==> src/core/smrp_pkg.sv <==
// shared constants and types for the measurement readout port
package smrp_pkg;
    localparam logic [7:0] CMD_CONFIG   = 8'hD0;
    localparam logic [7:0] CMD_RD_VOLT  = 8'h8B;
    localparam logic [7:0] CMD_RD_CURR  = 8'h8C;
    localparam logic [7:0] CMD_RD_POWER = 8'h96;
    localparam logic [6:0] SLAVE_ADDR   = 7'h2A; // arbitrary default address
    localparam logic [1:0] SEL_POWER    = 2'h0;
    localparam logic [1:0] SEL_VOLT     = 2'h1;
    localparam logic [1:0] SEL_CURR     = 2'h2;
    localparam int         SEL_MSB      = 7;
    localparam int         SEL_LSB      = 6;
    localparam int         FRAC_BITS    = 6;
    localparam logic [15:0] CFG_RESET   = 16'h0000;
    localparam logic [9:0]  FS_POS      = 10'h100;
    localparam logic [9:0]  FS_NEG      = 10'h300;

    typedef enum logic [2:0] {
        SM_IDLE = 3'h0,
        SM_ADDR = 3'h1,
        SM_AACK = 3'h3,
        SM_RX   = 3'h2,
        SM_RACK = 3'h6,
        SM_TX   = 3'h7,
        SM_TACK = 3'h5
    } smrp_state_e;

    typedef struct packed {
        logic [9:0] voltage;
        logic [9:0] current;
        logic [9:0] power;
    } smrp_meas_s;
endpackage : smrp_pkg

==> src/core/smrp_port.sv <==
// smbus slave exposing configuration word and measurement result
// Operation
// - result loads quantity chosen by selection
// - full scale 0x4000, negative 0xC000
// - sign plus nine bits, six zeros
// - one result register for all three measurement read codes
// - config D0 write and read, low first
// - 0x8B reads result, low byte first
// - 0x8C reads result, low byte first
// - 0x96 reads result, low byte first
// - selection bits 7:6, power default
// - selection applies from the next meas_valid sample, which loads the quantity selected at that time
`timescale 1ns/1ps
module smrp_port (
    input  wire logic              clk,
    input  wire logic              rst,
    input  wire logic              scl_i,
    input  wire logic              sda_i,
    output logic                   sda_o,
    output logic                   sda_oe,
    input  wire smrp_pkg::smrp_meas_s meas,
    input  wire logic              meas_valid,
    output logic [15:0]            config_word,
    output logic [15:0]            result
);
    logic [2:0]  scl_sy_ff, sda_sy_ff;
    logic        scl_ff, sda_ff;
    smrp_pkg::smrp_state_e st_ff, nxt_st;
    logic [7:0]  sh_ff;
    logic [3:0]  bit_ff;
    logic [1:0]  byte_ff;
    logic        rd_ff;
    logic [7:0]  cmd_ff;
    logic [7:0]  lo_ff;
    logic [15:0] cfg_ff, res_ff;
    logic        oe_ff, nack_ff;
    logic        sda_o_ff;

    wire scl_ok   = scl_sy_ff[1] == scl_sy_ff[2];
    wire sda_ok   = sda_sy_ff[1] == sda_sy_ff[2];
    wire scl_now  = scl_ok ? scl_sy_ff[2] : scl_ff;
    wire sda_now  = sda_ok ? sda_sy_ff[2] : sda_ff;
    wire scl_rise = scl_now & ~scl_ff;
    wire scl_fall = ~scl_now & scl_ff;
    wire start_c  = scl_ff & scl_now & sda_ff & ~sda_now;
    wire stop_c   = scl_ff & scl_now & ~sda_ff & sda_now;
    wire [7:0] rx_byte = {sh_ff[6:0], sda_now};
    wire addr_hit = rx_byte[7:1] == smrp_pkg::SLAVE_ADDR;
    // all three read codes map to the same register
    wire is_read_cmd = cmd_ff == smrp_pkg::CMD_RD_VOLT || cmd_ff == smrp_pkg::CMD_RD_CURR
                    || cmd_ff == smrp_pkg::CMD_RD_POWER;
    wire is_cfg_cmd  = cmd_ff == smrp_pkg::CMD_CONFIG;
    wire [15:0] tx_word = is_cfg_cmd ? cfg_ff : res_ff;
    wire [1:0]  sel = cfg_ff[smrp_pkg::SEL_MSB:smrp_pkg::SEL_LSB];
    wire [9:0]  pick = sel == smrp_pkg::SEL_VOLT ? meas.voltage :
                       sel == smrp_pkg::SEL_CURR ? meas.current : meas.power;

    function automatic logic [15:0] fmt(input logic [9:0] v);
        fmt = {v, {smrp_pkg::FRAC_BITS{1'b0}}};
    endfunction : fmt

    always_ff @(posedge clk or posedge rst) begin
        if (rst) begin
            scl_sy_ff <= 3'h7;
            sda_sy_ff <= 3'h7;
            scl_ff    <= 1'b1;
            sda_ff    <= 1'b1;
        end else begin
            scl_sy_ff <= {scl_sy_ff[1:0], scl_i};
            sda_sy_ff <= {sda_sy_ff[1:0], sda_i};
            scl_ff    <= scl_now;
            sda_ff    <= sda_now;
        end
    end

    always_comb begin
        nxt_st = st_ff;
        case (st_ff)
            smrp_pkg::SM_IDLE: nxt_st = st_ff;
            smrp_pkg::SM_ADDR: if (scl_rise && bit_ff == 4'h7)
                nxt_st = addr_hit ? smrp_pkg::SM_AACK : smrp_pkg::SM_IDLE;
            smrp_pkg::SM_AACK: if (scl_fall && bit_ff == 4'h9)
                nxt_st = rd_ff ? smrp_pkg::SM_TX : smrp_pkg::SM_RX;
            smrp_pkg::SM_RX:   if (scl_rise && bit_ff == 4'h7) nxt_st = smrp_pkg::SM_RACK;
            smrp_pkg::SM_RACK: if (scl_fall && bit_ff == 4'h9) nxt_st = smrp_pkg::SM_RX;
            smrp_pkg::SM_TX:   if (scl_fall && bit_ff == 4'h8) nxt_st = smrp_pkg::SM_TACK;
            smrp_pkg::SM_TACK: if (scl_fall)
                nxt_st = nack_ff ? smrp_pkg::SM_IDLE : smrp_pkg::SM_TX;
            default: nxt_st = smrp_pkg::SM_IDLE;
        endcase
        if (start_c) nxt_st = smrp_pkg::SM_ADDR;
        else if (stop_c) nxt_st = smrp_pkg::SM_IDLE;
    end

    always_ff @(posedge clk or posedge rst) begin
        if (rst) begin
            st_ff   <= smrp_pkg::SM_IDLE;
            sh_ff   <= 8'h00;
            bit_ff  <= 4'h0;
            byte_ff <= 2'h0;
            rd_ff   <= 1'b0;
            cmd_ff  <= 8'h00;
            lo_ff   <= 8'h00;
            oe_ff   <= 1'b0;
            nack_ff <= 1'b0;
            cfg_ff  <= smrp_pkg::CFG_RESET;
        end else begin
            st_ff <= nxt_st;
            if (start_c) begin
                bit_ff <= 4'h0;
                oe_ff  <= 1'b0;
            end else if (stop_c) begin
                oe_ff  <= 1'b0;
            end else case (st_ff)
                smrp_pkg::SM_ADDR, smrp_pkg::SM_RX: if (scl_rise) begin
                    sh_ff  <= rx_byte;
                    bit_ff <= bit_ff + 4'h1;
                    if (bit_ff == 4'h7 && st_ff == smrp_pkg::SM_ADDR) begin
                        rd_ff   <= rx_byte[0];
                        byte_ff <= 2'h0;
                    end
                    if (bit_ff == 4'h7 && st_ff == smrp_pkg::SM_RX) begin
                        byte_ff <= byte_ff + 2'h1;
                        if (byte_ff == 2'h0) cmd_ff <= rx_byte;
                        if (byte_ff == 2'h1) lo_ff <= rx_byte;
                        if (byte_ff == 2'h2 && is_cfg_cmd) cfg_ff <= {rx_byte, lo_ff};
                    end
                end
                // first fall: pull data low for the ack bit
                smrp_pkg::SM_AACK, smrp_pkg::SM_RACK: if (scl_fall && bit_ff == 4'h8) begin
                    oe_ff  <= 1'b1;
                    bit_ff <= 4'h9;
                end else if (scl_fall) begin
                    bit_ff <= 4'h0;
                    oe_ff  <= 1'b0;
                    if (rd_ff) begin
                        sh_ff <= tx_word[7:0];
                        oe_ff <= ~tx_word[7];
                        bit_ff <= 4'h1;
                    end
                end
                smrp_pkg::SM_TX: if (scl_fall) begin
                    if (bit_ff == 4'h8) begin
                        oe_ff <= 1'b0;
                        byte_ff <= byte_ff + 2'h1;
                    end else begin
                        oe_ff  <= ~sh_ff[7 - bit_ff[2:0]];
                        bit_ff <= bit_ff + 4'h1;
                    end
                end
                smrp_pkg::SM_TACK: if (scl_rise) nack_ff <= sda_now;
                else if (scl_fall && !nack_ff) begin
                    sh_ff  <= tx_word[15:8];
                    oe_ff  <= ~tx_word[15];
                    bit_ff <= 4'h1;
                end
                default: oe_ff <= 1'b0;
            endcase
        end
    end

    always_ff @(posedge clk or posedge rst) begin
        if (rst) begin
            res_ff <= 16'h0000;
        end else if (meas_valid) begin
            res_ff <= fmt(pick);
        end
    end

    // open-drain: only ever drives low
    always_ff @(posedge clk or posedge rst) begin
        if (rst) begin
            sda_o_ff <= 1'b0;
        end else begin
            sda_o_ff <= 1'b0;
        end
    end

    AST_LOW_BITS_ZERO: assert property (@(posedge clk) disable iff (rst)
        res_ff[smrp_pkg::FRAC_BITS-1:0] == '0)
        else $error("result fraction bits not zero");
    AST_RES_LOAD: assert property (@(posedge clk) disable iff (rst)
        meas_valid |=> res_ff == fmt($past(pick)))
        else $error("result not loaded from selected quantity");
    AST_RES_HOLD: assert property (@(posedge clk) disable iff (rst)
        !meas_valid |=> $stable(res_ff))
        else $error("result changed without new sample");
    AST_CFG_ONLY_D0: assert property (@(posedge clk) disable iff (rst)
        $changed(cfg_ff) |-> $past(is_cfg_cmd))
        else $error("configuration written by other command");
    AST_RELEASE_ON_STOP: assert property (@(posedge clk) disable iff (rst)
        stop_c |=> !oe_ff)
        else $error("data line held after stop");
    AST_NO_DRIVE_IDLE: assert property (@(posedge clk) disable iff (rst)
        st_ff == smrp_pkg::SM_IDLE |=> !oe_ff)
        else $error("data line driven while idle");
    AST_TX_LOW_FIRST: assert property (@(posedge clk) disable iff (rst)
        (st_ff == smrp_pkg::SM_AACK && scl_fall && bit_ff == 4'h9 && rd_ff)
        |=> sh_ff == $past(tx_word[7:0]))
        else $error("read did not start with low byte");
    COV_CFG_WRITE: cover property (@(posedge clk) disable iff (rst) $changed(cfg_ff));
    COV_READ_NACK: cover property (@(posedge clk) disable iff (rst)
        st_ff == smrp_pkg::SM_TACK && scl_fall && nack_ff);
    COV_ADDR_MISS: cover property (@(posedge clk) disable iff (rst)
        st_ff == smrp_pkg::SM_ADDR && scl_rise && bit_ff == 4'h7 && !addr_hit);

    assign sda_o = sda_o_ff;
    assign sda_oe = oe_ff;
    assign config_word = cfg_ff;
    assign result = res_ff;
endmodule : smrp_port

==> config.mk <==
export PLATFORM = sky130hd
export DESIGN_NAME = smrp_port
export DESIGN_NICKNAME = d
export VERILOG_FILES = /design/src/core/smrp_pkg.sv /design/src/core/smrp_port.sv
export SDC_FILE = /design/constraint.sdc
export NUM_CORES = 1
export LEC_CHECK = 0
export BUFFER_PORTS_ARGS = -buffer_cell sky130_fd_sc_hd__buf_4
export CAP_MARGIN = 20
export CORE_UTILIZATION = 35
export CTS_CLUSTER_SIZE = 20
export DETAILED_ROUTE_END_ITERATION = 8
export PLACE_DENSITY = 0.56
export RECOVER_POWER = 50
export SLEW_MARGIN = 25
export SYNTH_ARGS = -nofsm -noshare
export SYNTH_HDL_FRONTEND = slang
export SYNTH_SLANG_ARGS = --single-unit
==> constraint.sdc <==
create_clock -name clk -period 3.12 [get_ports clk]
set_input_delay 0.156 -clock clk [delete_from_list [all_inputs] [get_ports clk]]
set_output_delay 0.156 -clock clk [all_outputs]
set_load 0.005 [all_outputs]
==> summary.txt, run 1 <==
Vias: 2894
YS warnings: 0
CTS root buffer: clkbuf_8
Post-Syn Area per Cell: 10.95 µm²
CTS tree: done
Ant. Diodes: 0
effective utilization at floorplan: 36.26%
sequential share of the synthesized area: 46.64%
first-pass GRT wire length: 15.30 mm
worst clock skew: 12.44 ps
Leak: 2.009 nW
grt ovf: 0
Distinct cells, synth: 53
reg-to-reg endpoint: config_word[12]$_DFFE_PP0P_
DRC viols: 0
Post-DP HPWL: 6.494 mm
Register-to-Register Path Depth: 7
slew at the pin closest to its max-slew limit: 1162 ps
Reg2Reg Launch Point: bit_ff[0]$_DFFE_PP0P_
layout cells sized above 1: 32.52%
Max-slew headroom: 22.55%
Clock transition at path regs: 80 ps
status: finished clean
Post-Syn Area: 3777 µm²
DRT Pass-1 Iters: 5
WP data required: 3350 ps
hold path cells: 2
setup TNS: 0 ps
Core Region: 10420 µm²
FMAX: 401.2 MHz
CP max FO: 9
asr flop ratio synth: 100.0%
ys flop type: dfrtp_1
FP Rows: 37
post-route ant nets: 0
Via density: 5.281
WHS Endpoint: result[9]$_DFFE_PP0P_
RSZ-0062 raised after global routing: false
H-tree depth: 3
pwr dens: 473.0 nW/µm²
post-cts resize count: 0
Routed wire per std cell: 16.49 µm
Final min period: 2493 ps
initial drt markers: 260
clock buffer depth: 2
Yosys reg bits: 70
VDD IR-drop max: 0.0002545 V
max_cap viols: 0
IO Port Bufs: 61
synthesis-to-finish area growth: 20.50%
number of synthesized flops with an enable pin: 0
pin count of the biggest net entering global routing: 33
HP Class: in -> reg
# clock sinks: 70
Final nets: 449
setup slack at placement: 659.3 ps
hold_sp: meas_valid
Die Y: 105.9 µm
Total GRT Usage: 17.60%
I/O pin count: 69
Final Slew Violations: 0
GPL Wtd Cong: 0.8490
final WL: 9.038 mm
Fin. Hold Viols: 0
CTS buffer count: 9
filler cell count: 999
DIE AREA: 11210 µm²
Mapped Cells: 345
Final Cycle Share: 79.89%
setup violators final: 0
hold slack: 176.8 ps
Setup crit start kind: flop
WP data arrival: 2720 ps
Worst setup EP type: flop
Setup WS post-layout: 627.4 ps
r2r setup slk: 630 ps
initial antenna violation count: 0
Die X: 105.9 µm
vias in the first global route: 2889
kind of critical path: reg -> reg
Clk Latency, worst-skew pair: 340 ps
-- through the flow --
stage	util [%]	power [W]	cell area, µm²	instances
6_report	43.70	0.002153	4552	548
3_3_place_gp	41.72	0.001452	4345	530
2_1_floorplan	-	0.001310	3800	351
5_1_grt	43.70	0.002276	4552	548
4_1_cts	43.81	0.002182	4563	548
3_5_place_dp	41.72	0.001458	4345	530
-- per-layer routing --
metal  vias to the layer above  wire, µm  global-route usage, %
met4                         0        56                  4.762
li1                       1391         -                      -
met2                        81      4328                  27.31
met1                      1418      4276                  24.59
met5                         -         0                      0
met3                         4       376                  4.082
-- cells in the final DEF (no fill, tap or decap), types with 3 or more instances in the layout --
| master | count |
|---|---|
| conb_1 | 7 |
| a222oi_1 | 6 |
| clkbuf_1 | 3 |
| o221ai_1 | 3 |
| mux2_1 | 10 |
| nor3_1 | 9 |
| clkbuf_4 | 26 |
| buf_4 | 39 |
| dfstp_2 | 6 |
| nand2_1 | 17 |
| a21oi_1 | 24 |
| dlygate4sd3_1 | 3 |
| nand2b_1 | 4 |
| ha_1 | 6 |
| nor2b_1 | 12 |
| dfrtp_1 | 62 |
| a31oi_1 | 4 |
| mux2_2 | 43 |
| clkbuf_8 | 9 |
| o22ai_1 | 3 |
| nor2_1 | 17 |
| a211oi_1 | 12 |
| nand4_1 | 3 |
| o21ai_0 | 11 |
| or3_1 | 5 |
| inv_1 | 12 |
| mux2i_1 | 13 |
| nand3_1 | 3 |
-- synth_stat cells, types with 6 or more instances --
master    instances  share of area, %
buf_4             8               1.6
dfstp_2           8               5.6
inv_1            12               1.2
mux2_2           43                13
nor2b_1          12               2.0
dfrtp_1          62                41
a211oi_1         12               2.4
o21ai_0          11               1.5
nor3_1            9               1.2
mux2_1           10               3.0
nand2_1          17               1.7
clkbuf_1         11               1.1
a222oi_1          6               1.6
ha_1              6               2.0
mux2i_1          13               3.4
a21oi_1          24               3.2
nor2_1           17               1.7
-- where the power goes --
| group | internal (W) | leakage, nW | switching [W] |
|---|---|---|---|
| registers | 0.000984 | 0.912 | 0.000137 |
| logic | 0.000184 | 1.01 | 0.000136 |
| clock network | 0.000363 | 0.0911 | 0.000348 |
| total | 0.00153 | 2.01 | 0.000622 |
-- area by class of cell --
cell class | instances | area (µm²) | share of cell area, %
timing repair buffer | 71 | 529.3 | 11.63
inverter | 12 | 45.04 | 0.9896
clock buffer | 9 | 123.9 | 2.721
multi-input combinational | 244 | 1858 | 40.82
clock inverter | 6 | 63.81 | 1.402
sequential | 70 | 1762 | 38.70
tap | 136 | 170.2 | 3.738
-- sequential cells by signal (all words and copies together), names as in the netlist --
signal       count
bit_ff           4
byte_ff          2
cmd_ff           8
config_word     16
lo_ff            8
nack_ff          1
rd_ff            1
result          10
scl_ff           1
scl_sy_ff        3
sda_ff           1
sda_oe           1
sda_sy_ff        3
sh_ff            8
st_ff            3
-- what timing repair did --
item / CTS / global route
setup buffers: 0 / 0
endpoints found under the hold margin: 21 / 0
hold buffers: 3 / 0
-- kinds of logic (layout without fill, tap and decap cells) --
group,Yosys count,in the layout,share of synthesized area (%)
AOI/OAI and AO/OA,76,76,13.32
adders and majority gates,7,7,2.252
xor gates and xnor gates,2,2,0.4638
buffers and inverters,37,98,4.770
DFF,70,70,46.64
muxes,68,68,20.44
and+or+nand+nor,84,84,12.02
other,1,7,0.09928
-- worst max-delay path by stage --
stage          slack (ps)                   start                     endpoint
2_1_floorplan         830  scl_sy_ff[1]$_DFF_PP1_   config_word[8]$_DFFE_PP0P_
3_3_place_gp          730   bit_ff[0]$_DFFE_PP0P_  config_word[15]$_DFFE_PP0P_
6_report              630   bit_ff[0]$_DFFE_PP0P_  config_word[12]$_DFFE_PP0P_
4_1_cts               630   bit_ff[0]$_DFFE_PP0P_  config_word[12]$_DFFE_PP0P_
5_1_grt               480   bit_ff[0]$_DFFE_PP0P_  config_word[12]$_DFFE_PP0P_
3_5_place_dp          660   bit_ff[0]$_DFFE_PP0P_  config_word[12]$_DFFE_PP0P_
-- worst max-delay path, cell delays in order, from the launching register on --
cell and delay [ps]:
dfrtp_1 540, ha_1 250, nand2_1 70, or4_1 540
nor3_2 230, and3_1 210, buf_4 200, mux2_2 350
(Power assumes the default switching activity.)
==> run 2, diff against run 1 <==
Settings changed: PLACE_DENSITY 0.56 to 0.58.
Clock period 3.12 ns to 2.17 ns, I/O delays scaled along.
==> run 2 against run 1 <==
Power grew 52%. Setup slack lost 620 ps. Cell count grew 5.5%.
==> summary.txt, run 2 (synthesis gave the netlist of run 1 again) <==
status: finished clean
reg-to-reg endpoint: sh_ff[3]$_DFFE_PP0P_
Ant. Diodes: 0
Final Slew Violations: 0
Clock transition at path regs: 80 ps
FMAX: 461.5 MHz
GPL Wtd Cong: 0.8864
hold_sp: meas_valid
synthesis-to-finish area growth: 28.88%
CTS buffer count: 9
kind of critical path: reg -> reg
Max-slew headroom: 44.67%
Placed Area: 4574 µm²
Clk Latency, worst-skew pair: 340 ps
Total GRT Usage: 17.40%
Final nets: 478
# clock sinks: 70
FP Rows: 37
max FFs per register: 16
WHS Endpoint: result[7]$_DFFE_PP0P_
WP data required: 2380 ps
Register-to-Register Path Depth: 6
Worst setup EP type: flop
H-tree depth: 3
CTS tree: done
first-pass GRT wire length: 15.30 mm
hold path cells: 2
DRT Pass-1 Iters: 7
Post-DP HPWL: 6.727 mm
WP data arrival: 2380 ps
most common cell after layout, fill and taps aside: buf_4
pin count of the biggest net entering global routing: 50
Die X: 105.9 µm
Vias: 3091
initial drt markers: 194
CTS root buffer: clkbuf_8
effective utilization at floorplan: 36.26%
Die Y: 105.9 µm
Via density: 5.348
initial antenna violation count: 0
Setup crit start kind: flop
DIE AREA: 11210 µm²
VDD IR-drop max: 0.0003018 V
slew at the pin closest to its max-slew limit: 823.7 ps
Leak: 2.203 nW
final WL: 9.452 mm
max_cap viols: 0
Core Region: 10420 µm²
final instance area: 4868 µm²
HP Class: in -> reg
I/O pin count: 69
clock buffer depth: 2
Post-CTS Repair Setup Buffers: 0
CP cell instances: or3b_4, o311ai_0, a211oi_2, buf_4, nor2_1, a21oi_1
vias in the first global route: 2985
post-route ant nets: 0
layout cells sized above 1: 39.82%
crit-path max cell delay: 550 ps
Reg2Reg Launch Point: scl_ff$_DFF_PP1_
Final Cycle Share: 99.85%
RSZ-0062 raised after global routing: true
worst clock skew: 9.329 ps
crit path max-delay cell type: dfstp_2
pwr dens: 673.1 nW/µm²
Fin. Hold Viols: 0
setup violators final: 0
r2r setup slk: 3 ps
IO Port Bufs: 61
CP max FO: 8
Routed wire per std cell: 16.35 µm
grt ovf: 0
DRC viols: 0
setup TNS: 0 ps
most frequent cells in the layout: buf_4, dfrtp_1, mux2_2, a21oi_1, nor2_1
Final min period: 2167 ps
run 2: changes by cell type in the layout (fill, tap and decap cells not counted), sizes merged:
cell / delta
clkbuf: -26
bufinv: +1
clkinvlp: -1
clkinv: -2
buf: +56
inv: +2
run 2: worst max-delay path by stage:
stage / start / end / cells after the start
final: scl_ff$_DFF_PP1_ / sh_ff[3]$_DFFE_PP0P_ / 6
after global routing: scl_ff$_DFF_PP1_ / sh_ff[2]$_DFFE_PP0P_ / 6
after CTS: scl_sy_ff[2]$_DFF_PP1_ / config_word[11]$_DFFE_PP0P_ / 6
after detailed placement: scl_sy_ff[2]$_DFF_PP1_ / config_word[12]$_DFFE_PP0P_ / 6
after global placement: scl_sy_ff[2]$_DFF_PP1_ / st_ff[0]$_DFFE_PP0P_ / 6
after floorplan: scl_sy_ff[1]$_DFF_PP1_ / config_word[8]$_DFFE_PP0P_ / 8
run 2: area by class of cell:
type	count	area (µm²)
clock buffer	10	127.6
clock inverter	6	93.84
fill	971	5548
inverter	12	45.04
multi-input combinational	244	1902
sequential	70	1762
tap	136	170.2
timing repair buffer	100	768.2
run 2: critical path, delay by kind of cell (launching register included):
kind            cells  cell delay (ps)
simple gates        2              510
flops               1              550
compound gates      3              780
buf+inv             1              210
run 2: through the flow:
stage / total power, W / utilization [%] / instances / hold WS [ps] / worst slack, ps
final: 0.003277 / 46.74 / 578 / 131.8 / 3.200
after global placement: 0.002105 / 43.92 / 558 / 186.1 / 19.09
after floorplan: 0.001884 / - / 351 / 113.0 / -102.2
after CTS: 0.003309 / 46.37 / 577 / 125.4 / 35.07
after global routing: 0.003434 / 46.74 / 578 / 136.1 / -45.91
after detailed placement: 0.002115 / 43.92 / 558 / 184.9 / 9.832
run 2: what timing repair did:
action                                  CTS  global route
endpoints found under the hold margin    15             0
endpoints found under the setup margin    4            29
gates resized for setup                   1             9
hold buffers                              3             0
gates cloned                              0             1
pin swaps                                 0             1
run 2: where the power goes:
group,switching (W),internal (W),leakage [nW]
logic,0.000226,0.000293,1.18
clock network,0.000522,0.000658,0.107
registers,0.000162,0.00142,0.914
total,0.000910,0.00237,2.20
run 2: metal layers:
metal	part of all wire, %	track usage, %	up-vias	wire [µm]
li1	-	-	1454	-
met1	48	24.47	1541	4499
met2	47	27.26	87	4414
met3	4.1	2.659	9	392
met4	1.5	5.952	0	146
met5	0	0	-	0
==> run 3, diff against run 2 <==
Settings changed: ABC_AREA set to 1, GPL_TIMING_DRIVEN set to 0.
==> run 3 against run 2 <==
Synthesized area up 5.6%. Sequential cell count unchanged. Largest power group is now combinational logic. Die area up 5.5%. Combinational power rose to 3.3 times the previous value.
==> summary.txt, run 3 <==
pin count of the biggest net entering global routing: 50
worst clock skew: 5.308 ps
Mapped Cells: 529
Via density: 4.891
Core Region: 10980 µm²
crit path max-delay cell type: dfrtp_1
DRT Pass-1 Iters: 5
top post-synthesis cells by area: dfrtp_1, nand2_1, o21ai_1, dfstp_2, inv_1
max FFs per register: 16
Vias: 3693
number of synthesized flops with an enable pin: 0
vias in the first global route: 3626
CTS buffer count: 9
VDD IR-drop max: 0.0004970 V
most instantiated library cell after synthesis: nand2_1
setup violators final: 0
ys flop type: dfrtp_1
initial antenna violation count: 0
Synth top area share: 38.90%
grt ovf: 0
Die X: 108.8 µm
Max-slew headroom: 34.08%
Routed wire per std cell: 14.40 µm
Die Y: 108.8 µm
Setup crit start kind: flop
FP Rows: 38
pwr dens: 975.2 nW/µm²
H-tree depth: 3
CP cell instances: clkbuf_2, inv_1, ha_1, nand3_1, nor2_1, nand2_2, nand3_4, nor2_8, inv_2, nand2_1, nand2_1
Yosys top cell by area: dfrtp_1
RSZ-0062 raised after global routing: false
placed cells: 736
Post-Syn Area: 3989 µm²
crit-path most repeated cell: nand2_1
Post-Syn Area per Cell: 7.540 µm²
Post-synth top cells: nand2_1, dfrtp_1, inv_1
Final nets: 651
status: finished clean
Final min period: 1933 ps
layout cells sized above 1: 22.60%
HP Class: in -> reg
combinational power share: 35.3%
DRC viols: 0
Pwr Total: 0.004854 W
CTS tree: done
post-route ant nets: 0
I/O pin count: 69
most frequent cells in the layout: nand2_1, dfrtp_1, buf_4, inv_1, o21ai_1
hold path cells: 3
CTS root buffer: clkbuf_16
FMAX: 517.3 MHz
Leak: 2.491 nW
# clock sinks: 70
Ant. Diodes: 0
Register-to-Register Path Depth: 11
Reg2Reg Launch Point: bit_ff[0]$_DFFE_PP0P_
crit-path max cell delay: 390 ps
Distinct cells, synth: 38
YS warnings: 0
initial drt markers: 215
power share of the sequential group: 34.1%
Yosys reg bits: 70
CP max FO: 9
non-filler instance count after layout: 755
asr flop ratio synth: 100.0%
slew at the pin closest to its max-slew limit: 983.4 ps
WP data required: 2390 ps
Internal Power: 0.002982 W
first-pass GRT wire length: 18.06 mm
hold_sp: meas[20]
most common cell after layout, fill and taps aside: nand2_1
max_cap viols: 0
Clk pwr share: 30.7%
Final Cycle Share: 89.09%
Fin. Hold Viols: 0
kind of critical path: reg -> reg
effective utilization at floorplan: 36.32%
net switching power: 0.001872 W
Worst setup startpoint: bit_ff[0]$_DFFE_PP0P_
IO Port Bufs: 60
DIE AREA: 11830 µm²
Final Slew Violations: 0
Clk Latency, worst-skew pair: 340 ps
Total GRT Usage: 20.18%
WP data arrival: 2150 ps
GPL Wtd Cong: 0.8853
Sw Share: 38.56%
final WL: 10.87 mm
sequential share of the synthesized area: 44.17%
synthesis-to-finish area growth: 24.78%
Worst setup EP type: flop
Clock transition at path regs: 60 ps
Post-DP HPWL: 8.133 mm
clock buffer depth: 2
[run 3: cell types whose count changed after synthesis, moves of 12 or more]
cell / previous run / this run
nor2b_1: 12 / 0
o21ai_1: 0 / 43
a211oi_1: 12 / 0
nand3_1: 3 / 40
mux2i_1: 13 / 0
mux2_2: 43 / 0
inv_1: 12 / 55
nand2_1: 17 / 166
nor2_1: 17 / 35
[run 3: path summary, 6_finish.rpt]
kind,endpoint,slack [ps]
max,sh_ff[5]$_DFFE_PP0P_,240
min,result[6]$_DFFE_PP0P_,40
max reg2reg,sh_ff[5]$_DFFE_PP0P_,240
min reg2reg,sda_sy_ff[1]$_DFF_PP1_,360
max in group asynchronous,lo_ff[4]$_DFFE_PP0P_,460
min in group asynchronous,bit_ff[3]$_DFFE_PP0P_,500
[run 3: stage by stage]
stage | setup WS, ps | hold slack, ps | area (µm²) | setup TNS [ps] | util [%]
final | 236.8 | 35.24 | 4977 | 0 | 45.32
after global routing | 28.78 | 50.05 | 4977 | 0 | 45.32
after CTS | 116.9 | 30.84 | 4997 | 0 | 45.50
after detailed placement | 122.1 | 104.0 | 4667 | 0 | 42.49
after global placement | -639.6 | 220.8 | 4637 | -39360 | 42.22
after floorplan | 306.5 | 113.0 | 4011 | 0 | -
[run 3: cell type report]
type                            instances  area [µm²]
Fill cell                            1128        6006
Multi-Input combinational cell        377        1869
Sequential cell                        70        1762
Timing Repair Buffer                   64       488.0
Inverter                               65       247.7
Clock buffer                           10       239.0
Tap cell                              140       175.2
Buffer                                 23       135.1
Clock inverter                          6       61.31
[run 3: repair_timing]
action / CTS / global route
endpoints found under the hold margin: 19 / 0
hold buffers: 3 / 0
buffers inserted: 0 / 0
setup endpoints to repair: 0 / 9
gates resized for setup: 0 / 2
[run 3: layer usage]
metal	wire length [µm]	GRT usage, %
met1	5015	26.69
met2	5065	32.96
met3	626	4.782
met4	165	5.405
met5	0	0
[run 3: cells by family after synthesis]
family | Yosys count | synth area share, %
compound gates | 89 | 12.48
xor+xnor | 1 | 0.2196
fa+ha+maj | 6 | 1.882
buf+inv | 88 | 9.536
flops | 70 | 44.17
other cells | 1 | 0.09401
simple gates | 274 | 31.62
[run 3: worst max-delay path, delay by kind of cell (launching register included)]
kind	cells	cell delay, ps
adders and majority gates	1	210
buffers and inverters	3	450
DFF	1	390
and+or+nand+nor	7	770
[run 3: power groups by stage]
stage / sequential (W) / clock, W / combinational, W
after global placement: 0.00167 / 0 / 0.00169
final: 0.00165 / 0.00149 / 0.00171
after global routing: 0.00168 / 0.00157 / 0.00194
after floorplan: 0.00162 / 0 / 0.00130
after detailed placement: 0.00167 / 0 / 0.00170
after CTS: 0.00165 / 0.00152 / 0.00171
